==> src/design/ccbu_defines.svh <==
// encodings, field positions, register offsets and reset values
`ifndef CCBU_DEFINES_SVH
`define CCBU_DEFINES_SVH

// instruction encoding
`define CCBU_OPC_SECOND_COPROCESSOR_OPCODE    6'h12
`define CCBU_FMT_BC      5'h08
`define CCBU_OPC_HI      31
`define CCBU_OPC_LO      26
`define CCBU_FMT_HI      25
`define CCBU_FMT_LO      21
`define CCBU_CC_HI       20
`define CCBU_CC_LO       18
`define CCBU_ND_BIT      17
`define CCBU_TF_BIT      16
`define CCBU_DISP_HI     15
`define CCBU_DISP_LO     0
`define CCBU_DISP_SHIFT  2
`define CCBU_EXT_BITS    14
`define CCBU_SLOT_STEP   32'h00000004
`define CCBU_ZERO32      32'h00000000
`define CCBU_CC_ZERO     3'h0

// register offsets
`define CCBU_REG_CTRL    8'h00
`define CCBU_REG_STATUS  8'h04
`define CCBU_REG_INTSTAT 8'h08
`define CCBU_REG_INTEN   8'h0C
`define CCBU_REG_INTCLR  8'h10
`define CCBU_REG_TAKEN   8'h14
`define CCBU_REG_NULLED  8'h18
`define CCBU_REG_TARGET  8'h1C

// control fields
`define CCBU_CTRL_W      2
`define CCBU_CTRL_USABLE 0
`define CCBU_CTRL_LIKELY 1
`define CCBU_CTRL_RST    2'h3
`define CCBU_STAT_W      4

// interrupt event bits
`define CCBU_EV_W        4
`define CCBU_EV_TAKEN    0
`define CCBU_EV_NULLED   1
`define CCBU_EV_UNUSABLE 2
`define CCBU_EV_RESERVED 3
`define CCBU_EV_RST      4'h0

`endif

==> src/design/ccbu_pkg.sv <==
// types shared by the branch unit files
`default_nettype none

package ccbu_pkg;

   typedef enum logic [1:0] {
      CCBU_IDLE = 2'b00,
      CCBU_SLOT = 2'b01
   } ccbu_state_type;

   typedef enum logic [1:0] {
      EXC_NONE         = 2'b00,
      EXC_COP_UNUSABLE = 2'b01,
      EXC_RESERVED     = 2'b10
   } ccbu_exc_type;

   typedef struct packed {
      logic [2:0]  conditionIndex;
      logic        nullifyDelayBit;
      logic        trueFalseSelect;
      logic [15:0] disp;
   } ccbu_fields_type;

   typedef struct packed {
      logic        load;
      logic [31:0] target;
   } ccbu_redirect_type;

endpackage

`default_nettype wire

==> src/design/ccbu_top.sv <==
// conditional branch unit on second-coprocessor condition bits
`timescale 1ns/1ps
`default_nettype none
`include "ccbu_defines.svh"

// Function
// - An issued word with major opcode 010010 and format 01000 is a family branch.
// - Target is the delay-slot address plus the displacement shifted by two, sign-extended.
// - With the select bit clear the branch is taken when the chosen condition bit is 0.
// - With the select bit set the branch is taken when the chosen condition bit is 1.
// - A taken branch redirects the program counter only after the delay slot executed.
// - The condition is sampled at the branch and applied at the following position.
// - Likely forms cancel the delay-slot instruction when the branch is not taken.
// - The short assembler form is condition index zero.
// - The branch can raise coprocessor-unusable or reserved-instruction exceptions.
module ccbu_top
   import ccbu_pkg::*;
#(
   parameter int unsigned COND_BITS = 8
)
(
   input  wire logic                 clock,        // core clock, 100 MHz
   input  wire logic                 rst,          // synchronous reset
   input  wire logic                 ce,           // clock enable
   input  wire logic                 issueValid,   // instruction at issue position
   input  wire logic [31:0]          issueInstr,   // instruction word
   input  wire logic [31:0]          issuePc,      // address of that instruction
   input  wire logic [COND_BITS-1:0] cop2Cond,     // coprocessor condition bits
   output logic                      nullifySlot,  // cancel the delay slot
   output ccbu_redirect_type         redirect,     // program counter load
   output logic                      excValid,     // exception pulse
   output ccbu_exc_type              excCode,      // exception kind
   output logic                      slotPending,  // waiting for delay slot
   input  wire logic [7:0]           regAddr,      // register address
   input  wire logic [31:0]          regWdata,     // register write data
   input  wire logic                 regWr,        // write strobe
   input  wire logic                 regRd,        // read strobe
   output logic [31:0]               regRdata,     // read data, next cycle
   output logic                      irq           // level interrupt
);

   //--------------------------------------------------------------------
   // declarations
   //--------------------------------------------------------------------
   ccbu_state_type          state_ff;
   ccbu_state_type          nxt_state;
   ccbu_fields_type         fld;
   logic                    isFamily;
   logic [31:0]             dispOffset;
   logic                    selBit;
   logic                    takenNow;
   logic                    brSeen;
   logic                    cpuFault;
   logic                    riFault;
   logic                    brAccept;
   logic                    slotDone;
   logic                    pendTaken_ff;
   logic [31:0]             pendTarget_ff;
   logic                    nullifySlot_ff;
   ccbu_redirect_type       redirect_ff;
   logic                    excValid_ff;
   ccbu_exc_type            excCode_ff;
   logic [`CCBU_CTRL_W-1:0] ctrl_ff;
   logic [31:0]             takenCount_ff;
   logic [31:0]             nulledCount_ff;
   logic [31:0]             lastTarget_ff;
   logic [31:0]             rdata_ff;
   logic [31:0]             rdMux;
   logic [`CCBU_EV_W-1:0]   events;
   logic [`CCBU_EV_W-1:0]   intStatus;
   logic [`CCBU_EV_W-1:0]   intEnable;

   //--------------------------------------------------------------------
   // decode and condition test
   //--------------------------------------------------------------------
   ccbu_decode u_decode (
      .instr      (issueInstr),
      .isFamily   (isFamily),
      .fields     (fld),
      .dispOffset (dispOffset)
   );

   // vector is stable from the coprocessor, same clock
   assign selBit = cop2Cond[fld.conditionIndex];

   always_comb
   begin
      if (fld.trueFalseSelect)
         takenNow = selBit;
      else
         takenNow = ~selBit;
   end

   // only decode outside the slot; a branch in the slot is not looked at
   assign brSeen   = ce & issueValid & (state_ff == CCBU_IDLE) & isFamily;
   assign cpuFault = brSeen & ~ctrl_ff[`CCBU_CTRL_USABLE];
   assign riFault  = brSeen & ~cpuFault & fld.nullifyDelayBit
                   & ~ctrl_ff[`CCBU_CTRL_LIKELY];
   assign brAccept = brSeen & ~cpuFault & ~riFault;
   assign slotDone = ce & issueValid & (state_ff == CCBU_SLOT);

   //--------------------------------------------------------------------
   // sequencer
   //--------------------------------------------------------------------
   always_comb
   begin
      nxt_state = state_ff;
      case (state_ff)
         CCBU_IDLE: if (brAccept) nxt_state = CCBU_SLOT;
         CCBU_SLOT: if (slotDone) nxt_state = CCBU_IDLE;
         default:   nxt_state = CCBU_IDLE;
      endcase
   end

   always_ff @(posedge clock)
   begin
      if (rst)
         state_ff <= CCBU_IDLE;
      else if (ce)
         state_ff <= nxt_state;
   end

   //--------------------------------------------------------------------
   // pending branch: sampled at the branch, used at the slot
   //--------------------------------------------------------------------
   always_ff @(posedge clock)
   begin
      if (rst)
      begin
         pendTaken_ff   <= 1'b0;
         pendTarget_ff  <= `CCBU_ZERO32;
         nullifySlot_ff <= 1'b0;
      end
      else if (ce)
      begin
         if (brAccept)
         begin
            pendTaken_ff   <= takenNow;
            pendTarget_ff  <= issuePc + `CCBU_SLOT_STEP + dispOffset;
            // zero for normal forms, slot always runs
            nullifySlot_ff <= fld.nullifyDelayBit & ~takenNow;
         end
         else if (slotDone)
            nullifySlot_ff <= 1'b0;
      end
   end

   //--------------------------------------------------------------------
   // redirect after the slot instruction
   //--------------------------------------------------------------------
   always_ff @(posedge clock)
   begin
      if (rst)
         redirect_ff <= '0;
      else if (ce)
      begin
         redirect_ff.load <= slotDone & pendTaken_ff;
         if (slotDone && pendTaken_ff)
            redirect_ff.target <= pendTarget_ff;
      end
   end

   //--------------------------------------------------------------------
   // exceptions
   //--------------------------------------------------------------------
   always_ff @(posedge clock)
   begin
      if (rst)
      begin
         excValid_ff <= 1'b0;
         excCode_ff  <= EXC_NONE;
      end
      else if (ce)
      begin
         excValid_ff <= cpuFault | riFault;
         if (cpuFault)
            excCode_ff <= EXC_COP_UNUSABLE;
         else if (riFault)
            excCode_ff <= EXC_RESERVED;
         else
            excCode_ff <= EXC_NONE;
      end
   end

   //--------------------------------------------------------------------
   // statistics
   //--------------------------------------------------------------------
   always_ff @(posedge clock)
   begin
      if (rst)
      begin
         takenCount_ff  <= `CCBU_ZERO32;
         nulledCount_ff <= `CCBU_ZERO32;
         lastTarget_ff  <= `CCBU_ZERO32;
      end
      else if (ce && slotDone)
      begin
         if (pendTaken_ff)
         begin
            takenCount_ff <= takenCount_ff + `CCBU_SLOT_STEP / `CCBU_SLOT_STEP;
            lastTarget_ff <= pendTarget_ff;
         end
         if (nullifySlot_ff)
            nulledCount_ff <= nulledCount_ff + `CCBU_SLOT_STEP / `CCBU_SLOT_STEP;
      end
   end

   //--------------------------------------------------------------------
   // interrupts
   //--------------------------------------------------------------------
   always_comb
   begin
      events                    = `CCBU_EV_RST;
      events[`CCBU_EV_TAKEN]    = slotDone & pendTaken_ff;
      events[`CCBU_EV_NULLED]   = slotDone & nullifySlot_ff;
      events[`CCBU_EV_UNUSABLE] = cpuFault;
      events[`CCBU_EV_RESERVED] = riFault;
   end

   ccbu_irq #(
      .EV_W (`CCBU_EV_W)
   ) u_irq (
      .clock    (clock),
      .rst      (rst),
      .ce       (ce),
      .events   (events),
      .wrEnable (regWr && regAddr == `CCBU_REG_INTEN),
      .wrClear  (regWr && regAddr == `CCBU_REG_INTCLR),
      .wrData   (regWdata[`CCBU_EV_W-1:0]),
      .status   (intStatus),
      .enable   (intEnable),
      .irq      (irq)
   );

   //--------------------------------------------------------------------
   // register port
   //--------------------------------------------------------------------
   always_ff @(posedge clock)
   begin
      if (rst)
         ctrl_ff <= `CCBU_CTRL_RST;
      else if (ce && regWr && regAddr == `CCBU_REG_CTRL)
         ctrl_ff <= regWdata[`CCBU_CTRL_W-1:0];
   end

   always_comb
   begin
      rdMux = `CCBU_ZERO32;
      case (regAddr)
         `CCBU_REG_CTRL:    rdMux[`CCBU_CTRL_W-1:0] = ctrl_ff;
         `CCBU_REG_STATUS:  rdMux[`CCBU_STAT_W-1:0] =
                               {pendTaken_ff, nullifySlot_ff, state_ff};
         `CCBU_REG_INTSTAT: rdMux[`CCBU_EV_W-1:0] = intStatus;
         `CCBU_REG_INTEN:   rdMux[`CCBU_EV_W-1:0] = intEnable;
         `CCBU_REG_TAKEN:   rdMux = takenCount_ff;
         `CCBU_REG_NULLED:  rdMux = nulledCount_ff;
         `CCBU_REG_TARGET:  rdMux = lastTarget_ff;
         default:           rdMux = `CCBU_ZERO32;
      endcase
   end

   // data stands only in the cycle after the read strobe
   always_ff @(posedge clock)
   begin
      if (rst)
         rdata_ff <= `CCBU_ZERO32;
      else if (ce)
         rdata_ff <= regRd ? rdMux : `CCBU_ZERO32;
   end

   assign nullifySlot = nullifySlot_ff;
   assign redirect    = redirect_ff;
   assign excValid    = excValid_ff;
   assign excCode     = excCode_ff;
   assign slotPending = (state_ff == CCBU_SLOT);
   assign regRdata    = rdata_ff;

   //--------------------------------------------------------------------
   // checks
   //--------------------------------------------------------------------
   logic [31:0] chkTarget;
   logic        chkSel;
   logic        chkTf;
   logic        chkNd;
   logic        chkTaken;

   assign chkSel    = cop2Cond[issueInstr[`CCBU_CC_HI:`CCBU_CC_LO]];
   assign chkTf     = issueInstr[`CCBU_TF_BIT];
   assign chkNd     = issueInstr[`CCBU_ND_BIT];
   assign chkTaken  = chkTf ? chkSel : ~chkSel;
   assign chkTarget = issuePc + `CCBU_SLOT_STEP
                    + {{`CCBU_EXT_BITS{issueInstr[`CCBU_DISP_HI]}},
                       issueInstr[`CCBU_DISP_HI:`CCBU_DISP_LO],
                       {`CCBU_DISP_SHIFT{1'b0}}};
endmodule // ccbu_top

`default_nettype wire

==> src/design/ccbu_decode.sv <==
// field decoder and displacement extender for the branch family
`timescale 1ns/1ps
`default_nettype none
`include "ccbu_defines.svh"

module ccbu_decode
   import ccbu_pkg::*;
(
   input  wire logic [31:0]     instr,      // instruction word
   output logic                 isFamily,   // word is one of the four branches
   output ccbu_fields_type      fields,     // extracted fields
   output logic [31:0]          dispOffset  // sign-extended byte offset
);

   assign isFamily = (instr[`CCBU_OPC_HI:`CCBU_OPC_LO] == `CCBU_OPC_SECOND_COPROCESSOR_OPCODE)
                   && (instr[`CCBU_FMT_HI:`CCBU_FMT_LO] == `CCBU_FMT_BC);

   // short form assembles to index zero, so no special case here
   assign fields.conditionIndex  = instr[`CCBU_CC_HI:`CCBU_CC_LO];
   assign fields.nullifyDelayBit = instr[`CCBU_ND_BIT];
   assign fields.trueFalseSelect = instr[`CCBU_TF_BIT];
   assign fields.disp            = instr[`CCBU_DISP_HI:`CCBU_DISP_LO];

   assign dispOffset = {{`CCBU_EXT_BITS{fields.disp[`CCBU_DISP_HI]}},
                        fields.disp, {`CCBU_DISP_SHIFT{1'b0}}};

endmodule // ccbu_decode

`default_nettype wire

==> src/design/ccbu_irq.sv <==
// sticky event status, enable mask and level interrupt
`timescale 1ns/1ps
`default_nettype none
`include "ccbu_defines.svh"

module ccbu_irq
#(
   parameter int unsigned EV_W = `CCBU_EV_W
)
(
   input  wire logic            clock,     // core clock
   input  wire logic            rst,       // synchronous reset
   input  wire logic            ce,        // clock enable
   input  wire logic [EV_W-1:0] events,    // one-cycle event pulses
   input  wire logic            wrEnable,  // write of enable register
   input  wire logic            wrClear,   // write of clear register
   input  wire logic [EV_W-1:0] wrData,    // write data
   output logic [EV_W-1:0]      status,    // sticky status
   output logic [EV_W-1:0]      enable,    // enable mask
   output logic                 irq        // level interrupt
);

   logic [EV_W-1:0] status_ff;
   logic [EV_W-1:0] enable_ff;

   // a new event beats a clear in the same cycle
   genvar g;
   generate
      for (g = 0; g < EV_W; g++)
      begin : g_stat
         always_ff @(posedge clock)
         begin
            if (rst)
               status_ff[g] <= 1'b0;
            else if (ce && events[g])
               status_ff[g] <= 1'b1;
            else if (ce && wrClear && wrData[g])
               status_ff[g] <= 1'b0;
         end
      end
   endgenerate

   always_ff @(posedge clock)
   begin
      if (rst)
         enable_ff <= EV_W'(`CCBU_EV_RST);
      else if (ce && wrEnable)
         enable_ff <= wrData;
   end

   assign status = status_ff;
   assign enable = enable_ff;
   assign irq    = |(status_ff & enable_ff);

endmodule // ccbu_irq

`default_nettype wire

==> config.mk <==
export PLATFORM = sky130hd
export DESIGN_NAME = ccbu_top
export DESIGN_NICKNAME = d
export VERILOG_FILES = /design/src/design/ccbu_pkg.sv /design/src/design/ccbu_top.sv /design/src/design/ccbu_decode.sv /design/src/design/ccbu_irq.sv
export VERILOG_INCLUDE_DIRS = /design/src /design/src/design
export SDC_FILE = /design/constraint.sdc
export NUM_CORES = 1
export LEC_CHECK = 0
export ABC_CLOCK_PERIOD_IN_PS = 6550
export BUFFER_PORTS_ARGS = -buffer_cell sky130_fd_sc_hd__buf_4
export CORE_UTILIZATION = 40
export CTS_CLUSTER_SIZE = 12
export DETAILED_ROUTE_END_ITERATION = 10
export GPL_TIMING_DRIVEN = 0
export REMOVE_ABC_BUFFERS = 1
export SYNTH_ARGS = -nofsm -noshare
export SYNTH_HDL_FRONTEND = slang
export SYNTH_SLANG_ARGS = --single-unit
==> constraint.sdc <==
create_clock -name clock -period 6.55 [get_ports clock]
set_input_delay 1.31 -clock clock [delete_from_list [all_inputs] [get_ports clock]]
set_output_delay 1.31 -clock clock [all_outputs]
set_load 0.02 [all_outputs]
== Word-level counts from Yosys, hierarchy flattened ==
Cells that the tools add are included.
Widths: inputs -> output; s select.
Word-level totals
  flip-flop bits (word level): 210
  latch bits: 0
  bits in writable memories: 0
  bits in read-only memories: 0
  input port bits: 118
  memories: 0
Cells by class
  add/subtract/negate cells: 4
  multipliers: 0
  divide/modulo/power cells: 0
  order comparisons: 1
  equality and inequality tests: 12
  shift operators: 0
  multiplexer cells: 22
  bitwise gates (word level): 20
  reductions and logical operators: 31
Operators with widths (count)
  $pmux 28 s3: 1
  $add 32x1->32 const B: 2
  $add 32x3->32 const B: 1
  $add 32x32->32: 1
  $eq 8x5->1 const B: 4
  $mux 32: 1
  $logic_and 1x1->1: 17
  $eq 8x4->1 const B: 2
  $pmux 2 s7: 1
  $and 1x1->1: 12
  $mux 1: 12
  $pmux 2 s6: 1
  $reduce_and 2->1: 5
  $reduce_bool 2->1: 5
  $eq 8x3->1 const B: 1
  $logic_not 8->1: 1
  $mux 2: 4
  $eq 6x5->1 const B: 1
  $not 1->1: 6
  $eq 5x4->1 const B: 1
  $and 4x4->4: 1
  $lt 3x4->1 const B: 1
  $pmux 2 s2: 1
  $reduce_or 4->1: 1
  other kinds (7): 7

== Depth between registers and ports, before layout ==
Gate-level depths: netlist (run 1).
  word-level depth: 12
  mapped depth: 12
  gate-level depth less buffers: 12

== Hierarchy ==
A second synthesis (run 1) with hierarchy kept.
Second synthesis, totals
  cell total of the unflattened synthesis: 1362
  area total of the unflattened synthesis: 11038.1 µm²
By module, submodules not included
  ccbu_top: instances 1, cells each 1266, area an instance 10221.1 µm², seq. area each 4023.9 µm²
  ccbu_decode: instances 1, cells each 58, area an instance 431.7 µm², seq. area each 0.0 µm²
  ccbu_irq: instances 1, cells each 38, area an instance 385.4 µm², seq. area each 160.2 µm²

== Worst setup path after synthesis (run 1) ==
Ideal clock, no wire load.
  path type: input to register
  from: input port issueInstr[1]
  to: register pendTarget_ff[27]
  data arrival time: 3524 ps
  required time: 6428 ps
  path slack: 2904 ps
  stages: 10
  buffers on the path: 0
  path through: ha_1 > ha_1 > fa_1 > a211oi_1 > o21ai_2 > o2111ai_1 > o311a_1 > a31oi_1 > xnor2_1 > a21oi_1
Between the ends
  word-level cells in the longest chain between the ends: 1
RTL lines
  start, declared: line ccbu_top.sv:26  | input wire logic [31:0] issueInstr,
  $add 32x32->32
  end signal, assigned: line ccbu_top.sv:131  | pendTarget_ff <= `CCBU_ZERO32;
  end signal, assigned: line ccbu_top.sv:139  | pendTarget_ff <= issuePc + `CCBU_SLOT_STEP + dispOffset;
  end, declared: line ccbu_top.sv:58  | logic [31:0] pendTarget_ff;
No other way between the ends.
A chain may end at the register's enable or synchronous reset.

== Worst setup path after layout (run 1) ==
  from: input port issueInstr[1]
  to: register pendTarget_ff[25]
The elaborated chain is that of the path after synthesis.

==> qor.txt, run 1 <==
Crit Path Category: in -> reg
Hold Path Class: reg -> reg
Worst Max-Slew Pin Slew: 1.22 ns
ant diodes: 0
Clk pin slew, worst setup/hold paths: 0.06 ns
most frequent cells in the layout: nand2_1 (211), dfxtp_1 (209), buf_4 (160)
# rows: 58
largest net degree at the start of global routing: 113
TritonRoute pass-1 iters: 6
worst reg2reg startpoint: state_ff[0]$_SDFFE_PP0P_
Core Util, Final: 0.494
HP Start: pendTarget_ff[7]$_SDFFE_PP0P_
P&R area growth vs syn: 20.6%
Crit path required time: 6.94 ns
Detailed Place HPWL: 20,700 um
fin. max-slew vios: 0
slew margin rel.: 0.189
die area: 26,600 sq um
Core ar.: 25,300 sq um
Max Cap Violations: 0
leading cell type in the layout, fill and taps excluded: nand2_1
IO buf count: 160
Max Freq: 0.259 GHz
CP Launch Type: primary input
cell accounting for the most synthesized area: dfxtp_1
P per Cell Area: 221 nW/um^2
Leak: 0.00485 uW
post-DR vias/cell: 5.43
H-Tree Depth: 1
yosys warns: 0
initial antenna violation count: 0
outcome: finished, final reports clean
layout cells sized above 1: 0.168
Compound-Gate Fraction of Synth Area: 0.177
Resized Gates After CTS: 0
nets: 1,558
DRT iter0 DRCs: 718
post-synthesis mux area share: 0.0181
CTS tree: done
die width: 163 um
#FFs+latches synth: 209
Worst setup EP type: register
final period utilization: 0.590
vias in the first global route: 8,628
Fin. Hold Viols: 0
Place WS: 2.21 ns
Max IR drop VDD: 0.171 mV
Most used DFF post-synth: dfxtp_1
Die H: 163 um
Synth top area share: 0.404
Worst setup startpoint: issueInstr[1]
Root Buffer: clkbuf_16
CTS sink count: 209
largest family of logic cells by synthesized area: simple AND/OR/NAND/NOR gates
RSZ-0062 raised after global routing: false
Skew-Pair Late Insertion Delay: 0.51 ns
GP Congestion: 0.849
final setup margin: 2.69 ns
residual DRC count: 0
simple logic cell fraction of the synthesized area: 0.228
Synth Area in Adders: 0.0732
Initial Util: 0.409
sequential area share after synthesis: 0.404
Bufs on Longest Clock Path: 3
Overflow after GRT: 0
post-synthesis cell type count: 68
CP max FO: 5
crit path DAT: 4.26 ns
DRT Wirelength: 28,200 um
# hold bufs at CTS: 0
setup TNS: 0 ns
XOR/XNOR Fraction of Synth Area: 0.0600
Synth Instances: 1,265
# Post-CTS Setup Buffers: 0
DRT antenna net count: 0
GRT Total Usage: 0.210
Post-synth ARST share: 0
Synth area leaders: dfxtp_1 (40%), nand2_1 (7.6%), a21oi_1 (7.4%), ha_1 (7.1%), nor2_1 (5.6%)
routed via count: 9,349
setup violators final: 0
min cycle time layout: 3.86 ns
cell area after synthesis: 10,400 sq um
clock buffer count from CTS: 23
Avg Inst Size Synth: 8.19 sq um
Avg WL per Cell: 16.3 um
clk_skew: 0.00865 ns
I/O pins: 189
first-pass GRT wire length: 44,800 um
Post-synth EDFFs: 0
[routing by layer]
metal	routed length [um]	track usage
met4	473	0.0506
met3	1460	0.0216
met5	0	0
met2	13400	0.355
met1	12800	0.284
[worst max-delay path: stages]
cell and delay [ns]:
buf_4 0.11, ha_1 0.33, ha_1 0.27, fa_1 0.43, a211oi_1 0.36, o21ai_2 0.16
o2111ai_1 0.36, o311a_1 0.41, a31oi_1 0.16, xnor2_1 0.27, o21ai_1 0.09
[path summary, 6_finish.rpt]
path / depth (start not counted) / slack, ns / endpoint
max: 11 / 2.69 / pendTarget_ff[25]$_SDFFE_PP0P_
max reg2reg: 6 / 3.50 / takenCount_ff[29]$_SDFFE_PP0P_
min reg2reg: 2 / 0.45 / pendTarget_ff[7]$_SDFFE_PP0P_
min: 2 / 0.45 / pendTarget_ff[7]$_SDFFE_PP0P_
[metrics by stage]
stage | hold WS [ns] | total power, uW | std cells | cell area, sq um
final | 0.453 | 2760 | 1723 | 12500
after global routing | 0.470 | 2880 | 1723 | 12500
after CTS | 0.453 | 2790 | 1723 | 12500
after detailed placement | 0.446 | 1610 | 1685 | 11800
after global placement | 0.440 | 1610 | 1676 | 11700
after floorplan | 0.425 | 1490 | 1186 | 10000
[flip-flops by register name, indices dropped and copies added (netlist names), 2 cells and up]
register,cells
ctrl_ff,2
u_irq.enable,4
pendTarget_ff,32
regRdata,32
u_irq.status,4
lastTarget_ff,32
nulledCount_ff,32
redirect,33
takenCount_ff,32
excCode,2
[cell families (layout without fill, tap and decap cells)]
family                   Yosys count  in the layout
adder cells (fa/ha/maj)           60             60
AND/OR/NAND/NOR                  517            517
buffers and inverters            101            229
XOR/XNOR                          71             71
multiplexers                      16             16
flip-flops                       209            209
AO/OA/AOI/OAI                    291            291
[where the power goes]
group / switching (uW) / internal (uW)
Clock: 497 / 674
Sequential: 0.0402 / 1270
Combinational: 183 / 133
Total: 680 / 2080
[final cells by class]
cell class              instances  area [sq um]
inverters                      22          82.6
clock buffers                  30           632
multi-input cells             955          5790
well taps                     330           413
clock inverters                 8          43.8
flip-flops and latches        209          4180
fillers                      2472         12800
repair buffers                169          1350
[cells in the mapped netlist (4+ instances only)]
cell type,n
a211oi_1,12
dfxtp_1,209
buf_2,10
ha_1,59
a21o_1,17
a222oi_1,28
nor2_1,154
o21ai_1,4
a22oi_1,5
xor2_1,32
inv_1,21
nor4_1,5
a31oi_1,11
buf_1,4
a21oi_1,153
nand2_1,211
o21ai_0,25
nand3_1,38
and2_1,5
and4_1,9
buf_4,4
xnor2_1,39
or3_1,13
mux2i_1,12
clkbuf_1,60
and3_1,14
nand4_1,23
nor3_1,11
nor2b_1,7
o21a_1,5
Note: power is estimated with default switching activity, not from simulation.
==> run 2: changes to the inputs <==
Settings changed: ABC_AREA set to 1, ABC_CLOCK_PERIOD_IN_PS 6550 to 4030.
Clock period 6.55 ns to 4.03 ns, I/O delays scaled along.
==> run 2 against run 1 <==
Synthesized area increased by 17%. Flip-flop and latch count unchanged. Non-clock buffer count is 6 lower. Die area increased by 16%. Register-to-register slack lost 2.3 ns. Largest power group is now the clock network. Clock skew grew 0.0093 ns. Count of clock-buffer cells in the layout grew 8. Via count grew 25%. Utilization is 1.0 points lower. Sequential power increased by 63%. Worst hold slack improved by 0.0099 ns.
==> qor.txt, run 2 <==
# Post-CTS Setup Buffers: 0
Max IR drop VDD: 0.260 mV
min cycle time layout: 2.78 ns
R2R setup slack: 1.25 ns
IO buf count: 160
number of flip-flops in the largest register: 33
leading cell type in the layout, fill and taps excluded: nand2_1
crit path DAT: 3.15 ns
Fin Hold WS: 0.463 ns
ant diodes: 0
Post-synth top cells: nand2_1 (628), dfxtp_1 (209), inv_1 (208)
clk_skew: 0.0179 ns
#FFs+latches synth: 209
Post-synth ARST share: 0
CTS sink count: 209
worst reg2reg startpoint: state_ff[0]$_SDFFE_PP0P_
die width: 176 um
slew margin rel.: 0.137
Overflow after GRT: 0
Bufs on Longest Clock Path: 3
Reg2Reg Capture Point: lastTarget_ff[31]$_SDFFE_PP0P_
CP Launch Type: register
DRT antenna net count: 0
initial antenna violation count: 0
Crit path required time: 4.40 ns
clock buffer count from CTS: 24
Clk pin slew, worst setup/hold paths: 0.06 ns
HP Start: redirect[1]$_SDFFE_PP0P_
residual DRC count: 0
Max Cap Violations: 0
sequential area share after synthesis: 0.347
Core Util, Final: 0.483
Synth Instances: 1,850
GRT Total Usage: 0.215
nets: 2,159
Synth area leaders: dfxtp_1 (35%), nand2_1 (20%), inv_1 (6.5%), a21oi_1 (6.3%), ha_1 (6.1%)
routed via count: 11,700
GP Congestion: 0.855
layout cells sized above 1: 0.125
reg2reg path depth: 7
hold depth: 2
final period utilization: 0.691
CP max FO: 84
DRT iter0 DRCs: 736
Most used DFF post-synth: dfxtp_1
cell accounting for the most synthesized area: dfxtp_1
Worst setup EP type: register
Avg Inst Size Synth: 6.53 sq um
# hold bufs at CTS: 0
I/O pins: 189
Skew-Pair Late Insertion Delay: 0.52 ns
Detailed Place HPWL: 25,400 um
first-pass GRT wire length: 54,100 um
H-Tree Depth: 1
P&R area growth vs syn: 18.7%
post-DR vias/cell: 4.89
most frequent cells in the layout: nand2_1 (628), dfxtp_1 (209), inv_1 (207)
Initial Util: 0.407
Max Freq: 0.359 GHz
Core ar.: 29,600 sq um
multi-input logic area: 6780 sq um
Root Buffer: clkbuf_16
most common cell in the netlist: nand2_1
largest net degree at the start of global routing: 109
Fin. Hold Viols: 0
Crit Path Category: reg -> reg
setup violators final: 0
register area: 4180 sq um
fin. max-slew vios: 0
Avg WL per Cell: 14.0 um
Synth top area share: 0.347
P per Cell Area: 337 nW/um^2
cell area after synthesis: 12,100 sq um
Hold Path Class: reg -> reg
outcome: finished, final reports clean
Die H: 176 um
CTS tree: done
die area: 30,900 sq um
Worst Max-Slew Pin Slew: 1.29 ns
Post-synth EDFFs: 0
TritonRoute pass-1 iters: 5
RSZ-0062 raised after global routing: false
Filler cells: 3,150
post-synthesis cell type count: 46
hold-critical path endpoint: redirect[1]$_SDFFE_PP0P_
vias in the first global route: 10,800
yosys warns: 0
Resized Gates After CTS: 0
DRT Wirelength: 33,400 um
Leak: 0.00632 uW
# rows: 63
[run 2: changes by cell type after synthesis, sizes merged, moves of 24 or more]
cell    change
a222oi     -28
clkbuf     -32
inv       +190
nand2     +428
nand3      +63
nor2       +39
nor3       +26
o21ai      +24
[run 2: critical path, stage by stage, from the launching register on]
cell and delay [ns]:
dfxtp_1 0.36, inv_1 0.16, nor2_4 0.09, nand2_4 0.64, clkinv_1 0.73, buf_16 0.38, nand2_1 0.14, a21oi_1 0.08
[run 2: area by class of cell]
cell class	instances	share of cell area
clock buffers	38	0.0499
clock inverters	4	0.00506
inverters	215	0.0567
multi-input cells	1368	0.473
flip-flops and latches	209	0.292
well taps	390	0.0341
repair buffers	163	0.0893
[run 2: worst max-delay path by stage]
stage | slack, ns | to | start | cells after the start
final | 1.25 | lastTarget_ff[31]$_SDFFE_PP0P_ | state_ff[0]$_SDFFE_PP0P_ | 7
after global routing | 0.99 | lastTarget_ff[31]$_SDFFE_PP0P_ | state_ff[0]$_SDFFE_PP0P_ | 7
after CTS | 0.53 | redirect[19]$_SDFFE_PP0P_ | state_ff[0]$_SDFFE_PP0P_ | 6
after detailed placement | 0.05 | redirect[19]$_SDFFE_PP0P_ | ce | 7
after global placement | -0.79 | redirect[19]$_SDFFE_PP0P_ | ce | 7
after floorplan | 0.81 | takenCount_ff[2]$_SDFFE_PP0P_ | issueValid | 7
[run 2: report_power, final]
| group | internal [uW] | switching (uW) | total (uW) |
|---|---|---|---|
| clock | 1330 | 858 | 2190 |
| sequential | 2070 | 0.119 | 2070 |
| combinational | 218 | 345 | 563 |
[run 2: logic make-up (layout without fill, tap and decap cells)]
| logic type | count (synthesis) | in the layout | share of synthesized area |
|---|---|---|---|
| XOR/XNOR | 33 | 33 | 0.0239 |
| AO/OA/AOI/OAI | 266 | 266 | 0.127 |
| AND/OR/NAND/NOR | 1009 | 1009 | 0.347 |
| buffers and inverters | 273 | 420 | 0.0932 |
| flip-flops | 209 | 209 | 0.347 |
| adder cells (fa/ha/maj) | 60 | 60 | 0.0628 |
[run 2: metal layers]
| metal | global-route usage | wire, um | vias to the layer above |
|---|---|---|---|
| li1 | - | - | 6174 |
| met2 | 0.361 | 15300 | 252 |
| met5 | 0 | 0 | - |
| met1 | 0.291 | 16000 | 5187 |
| met4 | 0.0562 | 728 | 0 |
| met3 | 0.0229 | 1400 | 51 |
[run 2: metrics by stage]
| step | TNS [ns] | worst slack [ns] | instance area [sq um] | cells | total power [uW] |
|---|---|---|---|---|---|
| 3_5_place_dp | 0 | 0.0520 | 13500 | 2344 | 2680 |
| 6_report | 0 | 1.25 | 14300 | 2387 | 4820 |
| 3_3_place_gp | -57.90 | -0.786 | 13500 | 2342 | 2670 |
| 4_1_cts | 0 | 0.532 | 14300 | 2386 | 4870 |
| 2_1_floorplan | 0 | 0.807 | 11800 | 1792 | 2470 |
| 5_1_grt | 0 | 0.987 | 14300 | 2387 | 5040 |
==> run 3: changes to the inputs <==
Settings changed: ABC_CLOCK_PERIOD_IN_PS 4030 to 2500.
Clock period 4.03 ns to 2.5 ns, I/O delays scaled along.
==> run 3 against run 2 <==
Design area is essentially flat. Flip-flop and latch count is the same. Non-clock buffer count shrank 1. Sequential power grew 61%. Utilization is essentially flat. Sequential share of layout area is essentially flat. Setup slack lost 1.1 ns. Critical path type unchanged. Largest power group unchanged. Highest routed layer unchanged.
==> qor.txt, run 3 (synthesis results as in run 2) <==
# Post-CTS Setup Buffers: 0
die width: 176 um
residual DRC count: 0
ant diodes: 0
vias in the first global route: 10,800
register area: 4180 sq um
Crit Path Category: reg -> reg
Filler cells: 3,152
DRT antenna net count: 0
Max IR drop VDD: 0.422 mV
Clk pin slew, worst setup/hold paths: 0.06 ns
Fin Hold WS: 0.213 ns
DRT iter0 DRCs: 794
Max Cap Violations: 0
R2R setup slack: 0.13 ns
multi-input logic area: 6800 sq um
Avg WL per Cell: 14.0 um
# rows: 63
H-Tree Depth: 1
Detailed Place HPWL: 25,400 um
clk_skew: 0.0192 ns
grt met3 use: 0.0229
nets: 2,158
initial antenna violation count: 0
die area: 30,900 sq um
CTS tree: done
fin. max-slew vios: 0
setup violators final: 0
CP max FO: 84
most frequent cells in the layout: nand2_1 (628), dfxtp_1 (209), inv_1 (207)
Crit path required time: 2.89 ns
outcome: finished, final reports clean
first-pass GRT wire length: 54,200 um
slew margin rel.: 0.285
Worst setup EP type: register
routed via count: 11,700
Max Freq: 0.422 GHz
Hold Path Class: in -> reg
clock buffer count from CTS: 24
GRT Total Usage: 0.215
# hold bufs at CTS: 0
P per Cell Area: 542 nW/um^2
Leak: 0.00629 uW
Core Util, Final: 0.483
layout cells sized above 1: 0.125
largest net degree at the start of global routing: 109
IO buf count: 160
post-DR vias/cell: 4.90
number of flip-flops in the largest register: 33
Initial Util: 0.407
Bufs on Longest Clock Path: 3
Worst Max-Slew Pin Slew: 1.07 ns
CP Launch Type: register
met1 Resource Use GR: 0.290
post-route cell area: 14,300 sq um
Die H: 176 um
DRT Wirelength: 33,400 um
leading cell type in the layout, fill and taps excluded: nand2_1
Fin. Hold Viols: 0
TritonRoute pass-1 iters: 5
Root Buffer: clkbuf_16
I/O pins: 189
CTS sink count: 209
RSZ-0062 raised after global routing: true
GR peak layer: met2
final period utilization: 0.947
crit path DAT: 2.75 ns
Core ar.: 29,600 sq um
min cycle time layout: 2.37 ns
Overflow after GRT: 0
Skew-Pair Late Insertion Delay: 0.52 ns
dpl cell area: 13,500 sq um
GP Congestion: 0.855
P&R area growth vs syn: 18.7%
met2 usage in global routing: 0.362
==> run 3: final timing paths <==
kind / end / cells past startpoint / startpoint
worst max-delay path: takenCount_ff[26]$_SDFFE_PP0P_ / 9 / state_ff[0]$_SDFFE_PP0P_
worst min-delay path: pendTarget_ff[0]$_SDFFE_PP0P_ / 3 / issuePc[0]
worst max register to register: takenCount_ff[26]$_SDFFE_PP0P_ / 9 / state_ff[0]$_SDFFE_PP0P_
worst min register to register: redirect[1]$_SDFFE_PP0P_ / 2 / redirect[1]$_SDFFE_PP0P_
==> run 3: timing repair <==
item                       CTS  global route
setup endpoints to repair   79             3
pin swaps                    0             1
gates resized for setup      3             2
hold endpoints to repair     0             0
==> run 3: routing by layer <==
metal  part of all wire  wire length (um)
met1               0.47             15800
met2               0.46             15300
met3              0.044              1460
met4              0.022               746
met5                  0                 0
==> run 3: area by class of cell <==
class	count	share of cell area
clock buffer	38	0.0499
clock inverter	4	0.00507
inverter	215	0.0570
multi-input combinational	1368	0.474
sequential	209	0.292
tap	390	0.0341
timing repair buffer	162	0.0874
==> run 3: worst max-delay path, stage by stage (launching register included) <==
cell     delay (ns)
dfxtp_1        0.43
inv_1          0.14
nor2_4         0.25
nand2_8        0.34
nor2_2         0.30
nand2_2        0.16
nor3_4         0.26
nand2_1        0.12
xor2_1         0.14
nor2_1         0.05
==> run 3: power breakdown <==
part           total, uW  internal [uW]  switching, uW
Sequential          3330           3330          0.197
Combinational        908            351            558
Clock               3530           2150           1380
Total               7770           5830           1940
==> run 3: stage by stage <==
stage                     power (uW)  cells  setup WS [ns]  TNS [ns]
final                           7770   2386          0.133         0
after global routing            8130   2386       -0.00185  -0.00185
after CTS                       7850   2386          0.137         0
after detailed placement        4320   2344          -1.17    -85.18
after global placement          4310   2342          -2.01   -232.78
after floorplan                 3980   1792         -0.417    -24.97
